--- src/pkg/timer2_pkg.sv ---
// What this block does
// - Select bit picks clock divided by twelve or falling external event edges.
// - Mode from clock selects, capture select and run: reload, capture, baud, off.
// - Capture mode without strobe enable is a plain timer setting overflow flag.
// - Capture mode with strobe enable copies count into capture pair on falling strobe.
// - Strobe capture also sets the external flag, which can interrupt.
// - Auto-reload without strobe enable reloads count from pair and flags overflow.
// - Auto-reload with strobe enable also reloads and flags on falling strobe.
// - Overflow flag set on rollover except in baud mode; software clears it.
// - External flag raises the interrupt when enabled; only software clears it.
// - Receive clock select routes this timer's overflows to serial receive clock.
// - Transmit clock select routes this timer's overflows to serial transmit clock.
// - Strobe acts only with strobe enable set and no serial clocking.
// - Run bit starts the timer when one and stops it when zero.
// - In baud mode capture select is ignored and overflow always reloads.
package timer2_pkg;
   localparam logic [3:0] addr_control = 4'h0;
   localparam logic [3:0] addr_count_low = 4'h1;
   localparam logic [3:0] addr_count_high = 4'h2;
   localparam logic [3:0] addr_reload_low = 4'h3;
   localparam logic [3:0] addr_reload_high = 4'h4;
   localparam logic [3:0] addr_status = 4'h5;
   localparam logic [3:0] addr_mask = 4'h6;
   localparam int bit_overflow = 7;
   localparam int bit_external = 6;
   localparam int bit_rx_clock = 5;
   localparam int bit_tx_clock = 4;
   localparam int bit_ext_enable = 3;
   localparam int bit_run = 2;
   localparam int bit_counter = 1;
   localparam int bit_capture = 0;
   localparam logic [7:0] control_reset = 8'h00;
   localparam logic [15:0] count_reset = 16'h0000;
   localparam logic [1:0] mask_reset = 2'h0;
   localparam int prescale_ratio = 12;
   localparam logic [3:0] prescale_last = 4'(prescale_ratio - 1);
   typedef enum logic [1:0] {
      mode_off = 2'b00,
      mode_reload = 2'b01,
      mode_capture = 2'b11,
      mode_baud = 2'b10
   } mode_t;
endpackage

--- src/timer2_edge.sv ---
`timescale 1ns/1ps
// Two-stage synchroniser plus falling-edge pulse
module timer2_edge (
   input wire logic clk,
   input wire logic rst,
   input wire logic pin,
   output logic fall
);
   logic meta, sync, last;
   logic next_fall;
   always_comb begin
      next_fall = last & ~sync;
   end
   always_ff @(posedge clk) begin
      if (rst) begin
         meta <= 1'b1;
         sync <= 1'b1;
         last <= 1'b1;
         fall <= 1'b0;
      end else begin
         meta <= pin;
         sync <= meta;
         last <= sync;
         fall <= next_fall;
      end
   end
endmodule

--- src/timer2_prescale.sv ---
`timescale 1ns/1ps
// One tick every twelve clocks, held at zero while stopped
module timer2_prescale
   import timer2_pkg::*;
(
   input wire logic clk,
   input wire logic rst,
   input wire logic run,
   output logic tick
);
   logic [3:0] count, next_count;
   logic next_tick;
   always_comb begin
      next_tick = 1'b0;
      next_count = 4'h0;
      if (run) begin
         if (count == prescale_last) begin
            next_tick = 1'b1;
         end else begin
            next_count = count + 4'h1;
         end
      end
   end
   always_ff @(posedge clk) begin
      if (rst) begin
         count <= 4'h0;
         tick <= 1'b0;
      end else begin
         count <= next_count;
         tick <= next_tick;
      end
   end
endmodule

--- src/timer2.sv ---
`timescale 1ns/1ps
module timer2
   import timer2_pkg::*;
(
   input wire logic clk,
   input wire logic rst,
   input wire logic [3:0] addr,
   input wire logic [7:0] wdata,
   input wire logic wr,
   input wire logic rd,
   output logic [7:0] rdata,
   input wire logic event_pin,
   input wire logic external_strobe_pin,
   input wire logic timer1_overflow,
   output logic rx_baud_tick,
   output logic tx_baud_tick,
   output logic irq
);
   import timer2_pkg::*;

   // ************************************
   // Control, count and reload state
   // ************************************
   logic [7:0] control, next_control;
   logic [15:0] count, next_count;
   logic [15:0] reload, next_reload;
   logic [1:0] mask, next_mask;
   logic [7:0] next_rdata;
   logic next_rx, next_tx, next_irq;
   logic osc_tick, event_fall, strobe_fall;
   logic step, rollover, strobe_act, do_reload;
   mode_t mode;

   function automatic mode_t decode_mode(input logic [7:0] c);
      if (!c[bit_run]) begin
         return mode_off;
      end else if (c[bit_rx_clock] | c[bit_tx_clock]) begin
         return mode_baud;
      end else if (c[bit_capture]) begin
         return mode_capture;
      end
      return mode_reload;
   endfunction

   timer2_prescale u_prescale (
      .clk(clk),
      .rst(rst),
      .run(control[bit_run] & ~control[bit_counter]),
      .tick(osc_tick)
   );
   timer2_edge u_event (
      .clk(clk),
      .rst(rst),
      .pin(event_pin),
      .fall(event_fall)
   );
   timer2_edge u_strobe (
      .clk(clk),
      .rst(rst),
      .pin(external_strobe_pin),
      .fall(strobe_fall)
   );

   // ************************************
   // Counting, capture and reload
   // ************************************
   always_comb begin
      mode = decode_mode(control);
      step = (mode != mode_off) & (control[bit_counter] ? event_fall : osc_tick);
      rollover = step & (count == 16'hffff);
      // Strobe is dead while the timer clocks the serial port
      strobe_act = strobe_fall & control[bit_ext_enable] & (mode == mode_capture | mode == mode_reload);
      // Baud mode ignores capture select and always reloads
      do_reload = (rollover & (mode == mode_reload | mode == mode_baud))
         | (strobe_act & mode == mode_reload);
      next_count = count;
      if (do_reload) begin
         next_count = reload;
      end else if (step) begin
         next_count = count + 16'h0001;
      end
      next_reload = reload;
      if (strobe_act & mode == mode_capture) begin
         next_reload = count;
      end
      next_control = control;
      next_mask = mask;
      if (wr) begin
         unique case (addr)
            addr_control: next_control = wdata;
            addr_count_low: next_count[7:0] = wdata;
            addr_count_high: next_count[15:8] = wdata;
            addr_reload_low: next_reload[7:0] = wdata;
            addr_reload_high: next_reload[15:8] = wdata;
            addr_status: begin
               // Write one clears
               if (wdata[bit_overflow]) next_control[bit_overflow] = 1'b0;
               if (wdata[bit_external]) next_control[bit_external] = 1'b0;
            end
            addr_mask: next_mask = wdata[1:0];
            default: next_mask = mask;
         endcase
      end
      // Hardware set wins over a software clear in the same cycle
      if (rollover & mode != mode_baud) begin
         next_control[bit_overflow] = 1'b1;
      end
      if (strobe_act) begin
         next_control[bit_external] = 1'b1;
      end
      next_rx = rollover & control[bit_rx_clock]
         | ~control[bit_rx_clock] & timer1_overflow;
      next_tx = rollover & control[bit_tx_clock]
         | ~control[bit_tx_clock] & timer1_overflow;
      next_irq = (next_control[bit_overflow] & next_mask[1])
         | (next_control[bit_external] & next_mask[0]);
      unique case (addr)
         addr_control, addr_status: next_rdata = control;
         addr_count_low: next_rdata = count[7:0];
         addr_count_high: next_rdata = count[15:8];
         addr_reload_low: next_rdata = reload[7:0];
         addr_reload_high: next_rdata = reload[15:8];
         addr_mask: next_rdata = {6'h00, mask};
         default: next_rdata = 8'h00;
      endcase
      if (!rd) begin
         next_rdata = 8'h00;
      end
   end

   always_ff @(posedge clk) begin
      if (rst) begin
         control <= control_reset;
         count <= count_reset;
         reload <= count_reset;
         mask <= mask_reset;
         rdata <= 8'h00;
         rx_baud_tick <= 1'b0;
         tx_baud_tick <= 1'b0;
         irq <= 1'b0;
      end else begin
         control <= next_control;
         count <= next_count;
         reload <= next_reload;
         mask <= next_mask;
         rdata <= next_rdata;
         rx_baud_tick <= next_rx;
         tx_baud_tick <= next_tx;
         irq <= next_irq;
      end
   end
endmodule

--- config.mk ---
export PLATFORM = sky130hd
export DESIGN_NAME = timer2
export DESIGN_NICKNAME = d
export VERILOG_FILES = /design/src/pkg/timer2_pkg.sv /design/src/timer2_edge.sv /design/src/timer2_prescale.sv /design/src/timer2.sv
export SDC_FILE = /design/constraint.sdc
export NUM_CORES = 1
export LEC_CHECK = 0
export ABC_CLOCK_PERIOD_IN_PS = 3290
export BUFFER_PORTS_ARGS = -buffer_cell sky130_fd_sc_hd__buf_2
export CELL_PAD_IN_SITES_DETAIL_PLACEMENT = 1
export CELL_PAD_IN_SITES_GLOBAL_PLACEMENT = 1
export CORE_ASPECT_RATIO = 0.7
export CORE_UTILIZATION = 33
export DETAILED_ROUTE_END_ITERATION = 10
export PLACE_DENSITY_LB_ADDON = 0.1
export SLEW_MARGIN = 5
export SYNTH_ARGS = -nofsm -noshare
export SYNTH_HDL_FRONTEND = slang
export SYNTH_HIERARCHICAL = 1
export SYNTH_SLANG_ARGS = --single-unit
export TNS_END_PERCENT = 30
--- constraint.sdc ---
create_clock -name clk -period 3.29 [get_ports clk]
set_input_delay 0.1645 -clock clk [delete_from_list [all_inputs] [get_ports clk]]
set_output_delay 0.1645 -clock clk [all_outputs]
set_load 0.05 [all_outputs]
# Word-level counts from Yosys, hierarchy flattened
# Index checks and enable logic that the tools add are counted.
# Widths: inputs -> output; s select.
# classes
n_bitwise	31
add_sub_neg	2
n_eq_ne	12
muxes	28
n_reduce_logical	7
# op_table
op	count
$mux 16	5
$pmux 8 s6	1
$mux 8	5
$and 1x1->1	17
$add 16x1->16 const B	1
$eq 16x16->1 const B	1
$eq 4x3->1 const B	3
$mux 2	6
$mux 1	9
$eq 4x2->1 const B	2
$not 1->1	7
$or 1x1->1	7
$mux 6	1
$reduce_or 2->1	3
$add 4x1->4 const B	1
$eq 2x2->1 const B	2
$eq 4x1->1 const B	1
$eq 4x4->1 const B	1
$logic_not 4->1	1
$pmux 2 s2	1
$reduce_or 3->1	1
$eq 2x1->1 const B	1
$ne 2x2->1 const B	1
$reduce_and 2->1	1
$reduce_bool 2->1	1
# word_totals
word_cells	99
regBits	66

# Longest topological paths before layout
# Gate-level depths: netlist (run 1).
# logic_depth
ltp_word	12
depth_mapped	8
mapped_depth_nobuf	6

# Modules after synthesis
# Netlist (run 1), hierarchy kept.
# by_module_without_submodules
module	seq_area_each_um2	cells_per_inst	n_inst	area_each_um2
timer2	1061.0	322	1	2920.3
timer2_edge	80.1	8	2	106.4
timer2_prescale	100.1	17	1	192.7

# Least setup slack after synthesis (run 1)
# No wires, ideal clock.
# synth_path
path_kind	register -> register
startpoint	register, netlist name count[0]
endpoint	register, netlist name count[12]
path_slack_ps	1498
t_required_ps	3207
arrival_ps	1709
n_path_buf	0
stages_incl_launch_ff	7
setup_time_ps	83
path_cell_list	dfxtp_1 > ha_1 > and4_1 > nor4b_4 > and3_4 > a31oi_4 > o221ai_1

==> out/qor.txt, run 1 <==
Post-Synthesis Cells: 355
power per standard cell area: 511 nW/um^2
critical path launch point type: flip-flop
result of the run: finished, final reports clean
FF-to-FF Start: count[0]$_SDFF_PP0_
Total Wirelength: 11,400 um
first-pass GRT wire length: 17,700 um
maximum number of pins on one net before global-route repair: 36
die height: 86.0 um
Site Rows: 30
sequential area share after synthesis: 39.7%
total core area: 9760 um^2
Main synth FF type: sky130_fd_sc_hd__dfxtp_1
Largest stage delay, worst path: 460 ps
number of buffers added by the clock tree synthesis step: 9
clock tree from TritonCTS: built
Finish-stage setup viols: 0
fraction of final layout cells with drive strength greater than 1: 17.3%
IO buf count: 29
drt first pass iters: 5
critical path's slowest cell: sky130_fd_sc_hd__dfxtp_1
number of setup buffers added after CTS: 0
max-cap check violation count: 0
number of flip-flops and latches in the synthesized netlist: 66
hpwl dp: 8590 um
syn_nets: 376
final estimated routing congestion in global placement: 0.911
simple logic cell fraction of the synthesized area: 23.1%
Sequential Area: 1320 um^2
total of hold buffers inserted after clock tree synthesis: 0
data required time at the worst endpoint: 3490 ps
arrival time at the worst endpoint: 2360 ps
I/O pin count: 30
timing startpoint of the critical path: count[0]$_SDFF_PP0_
minimum hold slack: 11.8 ps
class of the most critical setup path: reg2reg
maximum vdd ir drop: 240 uV
post-synthesis adder-cell area fraction: 0.752%
startpoint of the lowest-slack hold path: event_pin
final cell count without fillers: 510
clk_lat worst skew: 330 ps
Overall Global Routing Usage: 23.4%
floorplan die width: 122 um
setup repair after global routing missed its margin: no
compound-gate portion of the synthesized area: 18.2%
Static Leakage: 1.51 nW
portion of netlist area occupied by mux cells: 8.13%
overall via count from detail_route: 2,926
count of unique library cells instantiated by Yosys: 49
number of cells upsized or downsized after cts: 0
xor/xnor share of the synthesized area: 4.74%
number of antenna violations at the first check in global routing: 0
number of nets with antenna violations after routing: 0
total DRC errors in the routed layout: 0
headroom to the max-slew limit: 49.1%
type of the tightest min-delay check: in2reg
Vias per Instance: 5.74
Layout Nets: 398
Worst Skew: 5.18 ps
multi-input logic area: 1830 um^2
number of flops mapped to enable cells by yosys: 0
pin slew with the least headroom to its limit: 756 ps
CTS sink count: 66
diodes inserted: 0
Syn. warnings: 6
clock root buffer: sky130_fd_sc_hd__clkbuf_16
routed wire length per instance: 22.4 um
CP top delay family: simple AND/OR/NAND/NOR gates
fillcell total: 1,143
critical path peak fanout: 7
post-route fraction of the period consumed by the critical path: 65.7%
final total power: 1.98 mW
DP Cell Count: 494
global-route congestion overflow total: 0
number of buffers on the longest clock path: 2
floorplan die area: 10,500 um^2
max-slew violation count: 0
H-tree levels: 3
post-synthesis instance area: 3330 um^2
Max Fclk: 463 MHz
final critical delay including setup and external delays: 2160 ps
combinational family with the most area after synthesis: simple AND/OR/NAND/NOR gates
share of synthesized registers carrying an async set or reset: 0%
starting density of the core: 34.1%
Worst-path clk slew: 60 ps
Buf+Inv Stages, Crit Path: 0
Avg Inst Size Synth: 9.37 um^2
Layout Utilization: 39.6%
via count of the first global-routing pass: 2,878
total count of hold-check failures in the final report: 0
post-synthesis to final-layout area growth: 16.3%
violation count after the first detailed-route iteration: 246
cells along the critical path: ha_1 > and4_1 > nor4b_4 > a31oi_1 > o21ai_1 > o221ai_1
summed negative setup slack over all endpoints: 0 ps
Critical Path Sink Type: flip-flop
logic make-up after synthesis:
group / after synthesis
buf+inv: 37
flops: 66
xor+xnor: 18
mux: 27
simple gates: 129
compound gates: 76
fa+ha+maj: 2
cells in the mapped netlist (3+ instances only):
cell type	n	area, um^2
sky130_fd_sc_hd__nor4b_4	4	95.1
sky130_fd_sc_hd__nor2_1	39	146
sky130_fd_sc_hd__a21oi_1	10	50.1
sky130_fd_sc_hd__and3_1	4	25.0
sky130_fd_sc_hd__o221ai_1	14	123
sky130_fd_sc_hd__nand2_1	30	113
sky130_fd_sc_hd__nand4_1	7	43.8
sky130_fd_sc_hd__buf_2	10	50.1
sky130_fd_sc_hd__mux2i_1	27	270
sky130_fd_sc_hd__xor2_1	15	131
sky130_fd_sc_hd__or2_1	6	37.5
sky130_fd_sc_hd__inv_1	16	60.1
sky130_fd_sc_hd__a211oi_1	16	120
sky130_fd_sc_hd__a222oi_1	11	110
sky130_fd_sc_hd__xnor2_1	3	26.3
sky130_fd_sc_hd__nor4_1	3	18.8
sky130_fd_sc_hd__o21ai_0	5	25.0
sky130_fd_sc_hd__dfxtp_1	66	1320
sky130_fd_sc_hd__nor3b_1	5	37.5
sky130_fd_sc_hd__nand3_1	11	55.1
sky130_fd_sc_hd__clkbuf_1	5	18.8
sky130_fd_sc_hd__and4_1	3	26.3
sky130_fd_sc_hd__a22oi_1	8	60.1
state kept, by name (all words and copies together), names as in the netlist:
signal / flops
count: 16
reload: 16
control: 8
rdata: 8
u_prescale/count: 4
mask: 2
irq: 1
rx_baud_tick: 1
tx_baud_tick: 1
u_event/fall: 1
u_event/last: 1
u_event/meta: 1
u_event/sync: 1
u_prescale/tick: 1
u_strobe/fall: 1
u_strobe/last: 1
u_strobe/meta: 1
u_strobe/sync: 1
cell type report:
cell class                      count  area share [%]
Tap cell                          128            4.14
Timing Repair Buffer               32            4.34
Clock buffer                       10            6.18
Inverter                           16            1.55
Sequential cell                    66            34.2
Clock inverter                      6            2.33
Multi-Input combinational cell    252            47.3
worst register-to-register path, delay by kind of cell, from the launching register on:
| family | cells | cell delay [ps] |
|---|---|---|
| simple gates | 2 | 680 |
| fa+ha+maj | 1 | 240 |
| compound gates | 3 | 650 |
| flops | 1 | 460 |
routing by layer:
metal	vias to the layer above	part of all wire [%]	track usage, %
met5	-	0	0
met4	0	1.0	5.72
met3	12	5.9	5.05
met2	99	41	33.4
met1	1461	52	35.1
li1	1354	-	-
path summary, 6_finish.rpt:
| kind | endpoint | slack [ps] | depth (start not counted) |
|---|---|---|---|
| max | count[10]$_SDFF_PP0_ | 1130 | 6 |
| max reg2reg | count[10]$_SDFF_PP0_ | 1130 | 6 |
| min reg2reg | u_event/sync$_SDFF_PP1_ | 410 | 1 |
| min | u_event/meta$_SDFF_PP1_ | 10 | 2 |
power breakdown:
part / switching (mW) / leakage, nW / internal (mW)
Combinational: 0.0735 / 0.812 / 0.0321
Clock: 0.358 / 0.159 / 0.685
Sequential: 0.0165 / 0.535 / 0.813
layout by cell type, fill, tap and decap left out, types with 3 or more instances in the layout:
master                      Yosys  routed
sky130_fd_sc_hd__dfxtp_1       66      66
sky130_fd_sc_hd__nor2_1        39      39
sky130_fd_sc_hd__nand2_1       30      30
sky130_fd_sc_hd__buf_2         10      29
sky130_fd_sc_hd__mux2i_1       27      27
sky130_fd_sc_hd__inv_1         16      16
sky130_fd_sc_hd__a211oi_1      16      16
sky130_fd_sc_hd__xor2_1        15      15
sky130_fd_sc_hd__o221ai_1      14      14
sky130_fd_sc_hd__a222oi_1      11      11
sky130_fd_sc_hd__nand3_1       11      11
sky130_fd_sc_hd__a21oi_1       10      10
sky130_fd_sc_hd__clkbuf_16      0       9
sky130_fd_sc_hd__a22oi_1        8       8
sky130_fd_sc_hd__nand4_1        7       7
sky130_fd_sc_hd__or2_1          6       6
sky130_fd_sc_hd__o21ai_0        5       5
sky130_fd_sc_hd__nor3b_1        5       5
sky130_fd_sc_hd__nor4b_4        4       4
sky130_fd_sc_hd__and3_1         4       4
sky130_fd_sc_hd__and4_1         3       3
sky130_fd_sc_hd__nor4_1         3       3
sky130_fd_sc_hd__xnor2_1        3       3
sky130_fd_sc_hd__buf_4          2       3
stage by stage:
step	worst slack [ps]	instance area, um^2
3_3_place_gp	1210	3540
3_5_place_dp	1120	3540
2_1_floorplan	1500	3330
6_report	1130	3870
5_1_grt	891	3870
4_1_cts	1120	3870
Power figures use the tool's default switching activity.
==> run 2: changes to the inputs <==
- ABC_AREA: not set -> 1
- ABC_CLOCK_PERIOD_IN_PS: 3290 -> 2200
- clock period: 3.29 -> 2.2 ns (I/O delays scaled with it)
==> run 2 against run 1 <==
Compared with the run above:
- first-iteration DRC count increased by 21%
- clock power increased by 39%
- worst hold slack improved by 70 ps
- sequential power increased by 49%
- sequential share of layout area decreased by 2.0 points
- wire length increased by 12%
- count of clock-buffer cells in the layout decreased by 1
- core utilization increased by 0.22 points
- clock skew increased by 1.8 ps
- critical endpoint is now count[8]$_SDFF_PP0_
- largest cell class unchanged
- largest power group unchanged
==> out/qor.txt, run 2 <==
CTS sink count: 66
max-cap check violation count: 0
result of the run: finished, final reports clean
commonest non-fill, non-tap cells in the layout: 123 x sky130_fd_sc_hd__nand2_1, 66 x sky130_fd_sc_hd__dfxtp_1, 58 x sky130_fd_sc_hd__a21oi_1
Layout Nets: 560
max-slew violation count: 0
minimum hold slack: 81.5 ps
Largest stage delay, worst path: 400 ps
first-pass GRT wire length: 20,400 um
via count of the first global-routing pass: 3,516
critical path peak fanout: 21
diodes inserted: 0
number of setup buffers added after CTS: 0
clk_lat worst skew: 340 ps
Total Wirelength: 12,800 um
Max Fclk: 519 MHz
violation count after the first detailed-route iteration: 297
number of buffers added by the clock tree synthesis step: 9
Critical Path Sink Type: flip-flop
post-synthesis instance area: 3500 um^2
class of the most critical setup path: reg2reg
fillcell total: 1,329
summed negative setup slack over all endpoints: 0 ps
sequential area share after synthesis: 37.7%
die height: 88.2 um
number of cells upsized or downsized after cts: 0
Vias per Instance: 5.27
starting density of the core: 33.9%
number of flip-flops and latches in the synthesized netlist: 66
leading cell type in the layout, fill and taps excluded: sky130_fd_sc_hd__nand2_1
final estimated routing congestion in global placement: 0.872
total DRC errors in the routed layout: 0
Avg Inst Size Synth: 7.03 um^2
number of flops mapped to enable cells by yosys: 0
number of nets with antenna violations after routing: 0
Sequential Area: 1320 um^2
routed wire length per instance: 19.0 um
Syn. warnings: 6
clock tree from TritonCTS: built
critical path's slowest cell: sky130_fd_sc_hd__dfxtp_1
data required time at the worst endpoint: 2430 ps
I/O pin count: 30
cell area after layout: 4110 um^2
global-route congestion overflow total: 0
type of the tightest min-delay check: in2reg
library cell occupying the most area in the post-synthesis netlist: sky130_fd_sc_hd__dfxtp_1
final total power: 2.87 mW
CP top delay family: simple AND/OR/NAND/NOR gates
post-layout worst setup margin: 272 ps
registers with the most flip-flops: count: 16 flops, reload: 16 flops
worst slack after detailed placement: 293 ps
headroom to the max-slew limit: 68.1%
hpwl dp: 9830 um
fraction of final layout cells with drive strength greater than 1: 16.7%
overall via count from detail_route: 3,562
Finish-stage setup viols: 0
Overall Global Routing Usage: 25.1%
drt first pass iters: 7
Main synth FF type: sky130_fd_sc_hd__dfxtp_1
Worst Skew: 6.97 ps
Buf+Inv Stages, Crit Path: 2
number of buffers on the longest clock path: 2
multi-input logic area: 1840 um^2
count of unique library cells instantiated by Yosys: 38
Post-Synthesis Cells: 498
floorplan die width: 125 um
DP Cell Count: 658
pin slew with the least headroom to its limit: 474 ps
cells along the critical path: ha_1 > nand2_2 > nor2_4 > nand2_4 > nor2_8 > nand3_4 > nand2_4 > inv_2 > nand2_1 > nand3_1 > nand2_1 > inv_1
IO buf count: 29
floorplan die area: 11,000 um^2
post-route fraction of the period consumed by the critical path: 87.6%
post-synthesis to final-layout area growth: 17.4%
final critical delay including setup and external delays: 1930 ps
top post-synthesis cells by area: sky130_fd_sc_hd__dfxtp_1 38%, sky130_fd_sc_hd__nand2_1 13%, sky130_fd_sc_hd__a21oi_1 8.3%, sky130_fd_sc_hd__inv_1 6.0%, sky130_fd_sc_hd__o21ai_0 5.4%
Worst-path clk slew: 60 ps
Static Leakage: 1.74 nW
clock root buffer: sky130_fd_sc_hd__clkbuf_16
final cell count without fillers: 676
syn_nets: 519
critical path launch point type: flip-flop
Layout Utilization: 39.8%
maximum number of pins on one net before global-route repair: 29
power per standard cell area: 697 nW/um^2
most common cell in the synthesized netlist: sky130_fd_sc_hd__nand2_1
total core area: 10,300 um^2
dpl cell area: 3800 um^2
most numerous cell types in the synthesized netlist: 123 x sky130_fd_sc_hd__nand2_1, 66 x sky130_fd_sc_hd__dfxtp_1, 58 x sky130_fd_sc_hd__a21oi_1
share of synthesized registers carrying an async set or reset: 0%
maximum vdd ir drop: 337 uV
Site Rows: 31
H-tree levels: 3
setup repair after global routing missed its margin: no
post-synth top area share: 37.7%
total count of hold-check failures in the final report: 0
arrival time at the worst endpoint: 2160 ps
number of antenna violations at the first check in global routing: 0
-- run 2: cell count changes in the layout (fill, tap and decap cells not counted), moves of 9 or more --
cell / previous run / this run
sky130_fd_sc_hd__nand2_1: 30 / 123
sky130_fd_sc_hd__a21oi_1: 10 / 58
sky130_fd_sc_hd__inv_1: 16 / 56
sky130_fd_sc_hd__o21ai_0: 5 / 38
sky130_fd_sc_hd__mux2i_1: 27 / 0
sky130_fd_sc_hd__a211oi_1: 16 / 1
sky130_fd_sc_hd__o221ai_1: 14 / 1
sky130_fd_sc_hd__a222oi_1: 11 / 0
sky130_fd_sc_hd__xor2_1: 15 / 4
sky130_fd_sc_hd__buf_4: 3 / 12
-- run 2: what timing repair did --
item	CTS	global route
hold endpoints to repair	2	0
setup endpoints to repair	0	0
hold buffers	2	0
-- run 2: routing by layer --
layer	vias to the layer above	global-route usage, %	part of all wire, %
li1	1705	-	-
met1	1716	36.7	51
met2	127	37.9	41
met3	14	4.28	6.8
met4	0	7.10	1.2
met5	-	0	0
-- run 2: logic make-up after synthesis --
logic type / after synthesis / synth area share, %
simple gates: 225 / 31.1
flops: 66 / 37.7
fa+ha+maj: 2 / 0.714
compound gates: 123 / 19.1
buf+inv: 76 / 9.86
xor+xnor: 6 / 1.50
-- run 2: tightest hold or removal path: cells and delay by family --
kind / cells / cell delay, ps
buf+inv: 1 / 90
compound gates: 2 / 180
-- run 2: area by class of cell --
type	count	share of cell area [%]
Sequential cell	66	32.1
Clock inverter	7	1.70
Multi-Input combinational cell	356	44.6
Tap cell	132	4.02
Clock buffer	9	5.48
Timing Repair Buffer	43	6.21
Inverter	63	5.81
-- run 2: path summary, 6_finish.rpt --
kind	startpoint	slack (ps)	end	cells after the start
max	count[1]$_SDFF_PP0_	270	count[8]$_SDFF_PP0_	12
min	timer1_overflow	80	rx_baud_tick$_SDFF_PP0_	3
max reg2reg	count[1]$_SDFF_PP0_	270	count[8]$_SDFF_PP0_	12
min reg2reg	u_event/meta$_SDFF_PP1_	400	u_event/sync$_SDFF_PP1_	1
-- run 2: power by group --
group          total (mW)  leakage (nW)  switching (mW)  internal [mW]
registers            1.24         0.535          0.0185           1.22
logic               0.181          1.06           0.128         0.0528
clock network        1.45         0.145           0.576          0.874
==> run 3: changes to the inputs <==
- ABC_CLOCK_PERIOD_IN_PS: 2200 -> 1900
- clock period: 2.2 -> 1.9 ns (I/O delays scaled with it)
==> run 3 against run 2 <==
Compared with the run above:
- critical path depth stayed put
- cell count is 0.30% higher
- critical endpoint is now count[9]$_SDFF_PP0_
- wire length is 1.4% higher
- first-iteration DRC count is 11% lower
- largest power group unchanged
- die area stayed put
- total power is 23% higher
- combinational power is 17% higher
==> out/qor.txt, run 3 (synthesized netlist as in run 2, its figures left out) <==
number of setup buffers added after CTS: 0
number of buffers added by the clock tree synthesis step: 9
Worst Skew: 5.54 ps
die height: 88.2 um
max-slew violation count: 0
number of nets with antenna violations after routing: 0
final estimated routing congestion in global placement: 0.913
floorplan die width: 125 um
critical path launch point type: flip-flop
violation count after the first detailed-route iteration: 264
Layout Utilization: 40.4%
total DRC errors in the routed layout: 0
floorplan die area: 11,000 um^2
via count of the first global-routing pass: 3,582
power per standard cell area: 845 nW/um^2
critical path peak fanout: 13
summed negative setup slack over all endpoints: 0 ps
number of buffers on the longest clock path: 2
Total Wirelength: 13,000 um
type of the tightest min-delay check: in2reg
cell area after layout: 4170 um^2
arrival time at the worst endpoint: 2030 ps
clock root buffer: sky130_fd_sc_hd__clkbuf_16
Finish-stage setup viols: 0
I/O pin count: 30
Worst-path clk slew: 60 ps
commonest non-fill, non-tap cells in the layout: 123 x sky130_fd_sc_hd__nand2_1, 65 x sky130_fd_sc_hd__dfxtp_1, 58 x sky130_fd_sc_hd__a21oi_1
Overall Global Routing Usage: 25.2%
first-pass GRT wire length: 20,500 um
Static Leakage: 1.76 nW
Max Fclk: 573 MHz
total core area: 10,300 um^2
final cell count without fillers: 678
routed wire length per instance: 19.2 um
data required time at the worst endpoint: 2180 ps
maximum vdd ir drop: 393 uV
CTS sink count: 66
Site Rows: 31
post-layout worst setup margin: 154 ps
minimum hold slack: 66.6 ps
total count of hold-check failures in the final report: 0
leading cell type in the layout, fill and taps excluded: sky130_fd_sc_hd__nand2_1
setup repair after global routing missed its margin: no
DP Cell Count: 660
pin slew with the least headroom to its limit: 441 ps
clk_lat worst skew: 340 ps
post-synthesis to final-layout area growth: 19.1%
max-cap check violation count: 0
worst slack after detailed placement: 98.6 ps
IO buf count: 29
startpoint of the lowest-slack hold path: timer1_overflow
registers with the most flip-flops: count: 16 flops, reload: 16 flops
drt first pass iters: 6
timing startpoint of the critical path: count[0]$_SDFF_PP0_
dpl cell area: 3810 um^2
headroom to the max-slew limit: 70.6%
overall via count from detail_route: 3,571
fraction of final layout cells with drive strength greater than 1: 17.4%
FF-to-FF Start: count[0]$_SDFF_PP0_
class of the most critical setup path: reg2reg
diodes inserted: 0
Critical Path Sink Type: flip-flop
starting density of the core: 33.9%
final total power: 3.53 mW
maximum number of pins on one net before global-route repair: 29
post-route fraction of the period consumed by the critical path: 91.9%
global-route congestion overflow total: 0
Layout Nets: 562
final critical delay including setup and external delays: 1750 ps
Vias per Instance: 5.27
hpwl dp: 10,100 um
result of the run: finished, final reports clean
fillcell total: 1,322
number of antenna violations at the first check in global routing: 0
clock tree from TritonCTS: built
H-tree levels: 3
run 3: power by group:
part,leakage [nW],internal (mW),switching (mW)
combinational,1.07,0.0614,0.150
clock,0.159,1.19,0.693
sequential,0.535,1.41,0.0229
run 3: critical path, stage by stage (launching register included):
cell                      delay, ps
sky130_fd_sc_hd__dfxtp_1        370
sky130_fd_sc_hd__ha_2           220
sky130_fd_sc_hd__nand2_2         70
sky130_fd_sc_hd__nor2_4         130
sky130_fd_sc_hd__nand2_4         80
sky130_fd_sc_hd__nor2_8         120
sky130_fd_sc_hd__nand3_4        110
sky130_fd_sc_hd__nand2_8        130
sky130_fd_sc_hd__buf_4          190
sky130_fd_sc_hd__nand2_1         70
sky130_fd_sc_hd__nand2_1         60
sky130_fd_sc_hd__nor2_1          50
sky130_fd_sc_hd__nor2_1          80
run 3: repair_timing:
action,4_1_cts,5_1_grt
gates resized for setup,0,3
hold endpoints to repair,2,0
hold buffers,2,0
setup endpoints to repair,0,11
run 3: layer usage:
| metal | wire length (um) | global-route usage [%] | vias up |
|---|---|---|---|
| met3 | 552 | 3.60 | 17 |
| met1 | 6970 | 37.3 | 1749 |
| met2 | 5330 | 37.3 | 88 |
| met5 | 0 | 0 | - |
| met4 | 170 | 8.09 | 0 |
| li1 | - | - | 1717 |
run 3: path summary, 6_finish.rpt:
check / cells past startpoint / slack, ps / to
max: 12 / 150 / count[9]$_SDFF_PP0_
min reg2reg: 1 / 400 / u_event/sync$_SDFF_PP1_
max reg2reg: 12 / 150 / count[9]$_SDFF_PP0_
min: 3 / 70 / rx_baud_tick$_SDFF_PP0_
run 3: final cells by class:
| type | instances | area, um^2 | share of cell area, % |
|---|---|---|---|
| Multi-Input combinational cell | 356 | 1850 | 44.3 |
| Sequential cell | 66 | 1320 | 31.7 |
| Timing Repair Buffer | 45 | 270 | 6.48 |
| Clock buffer | 10 | 239 | 5.73 |
| Inverter | 63 | 239 | 5.73 |
| Tap cell | 132 | 165 | 3.96 |
| Clock inverter | 6 | 90.1 | 2.16 |
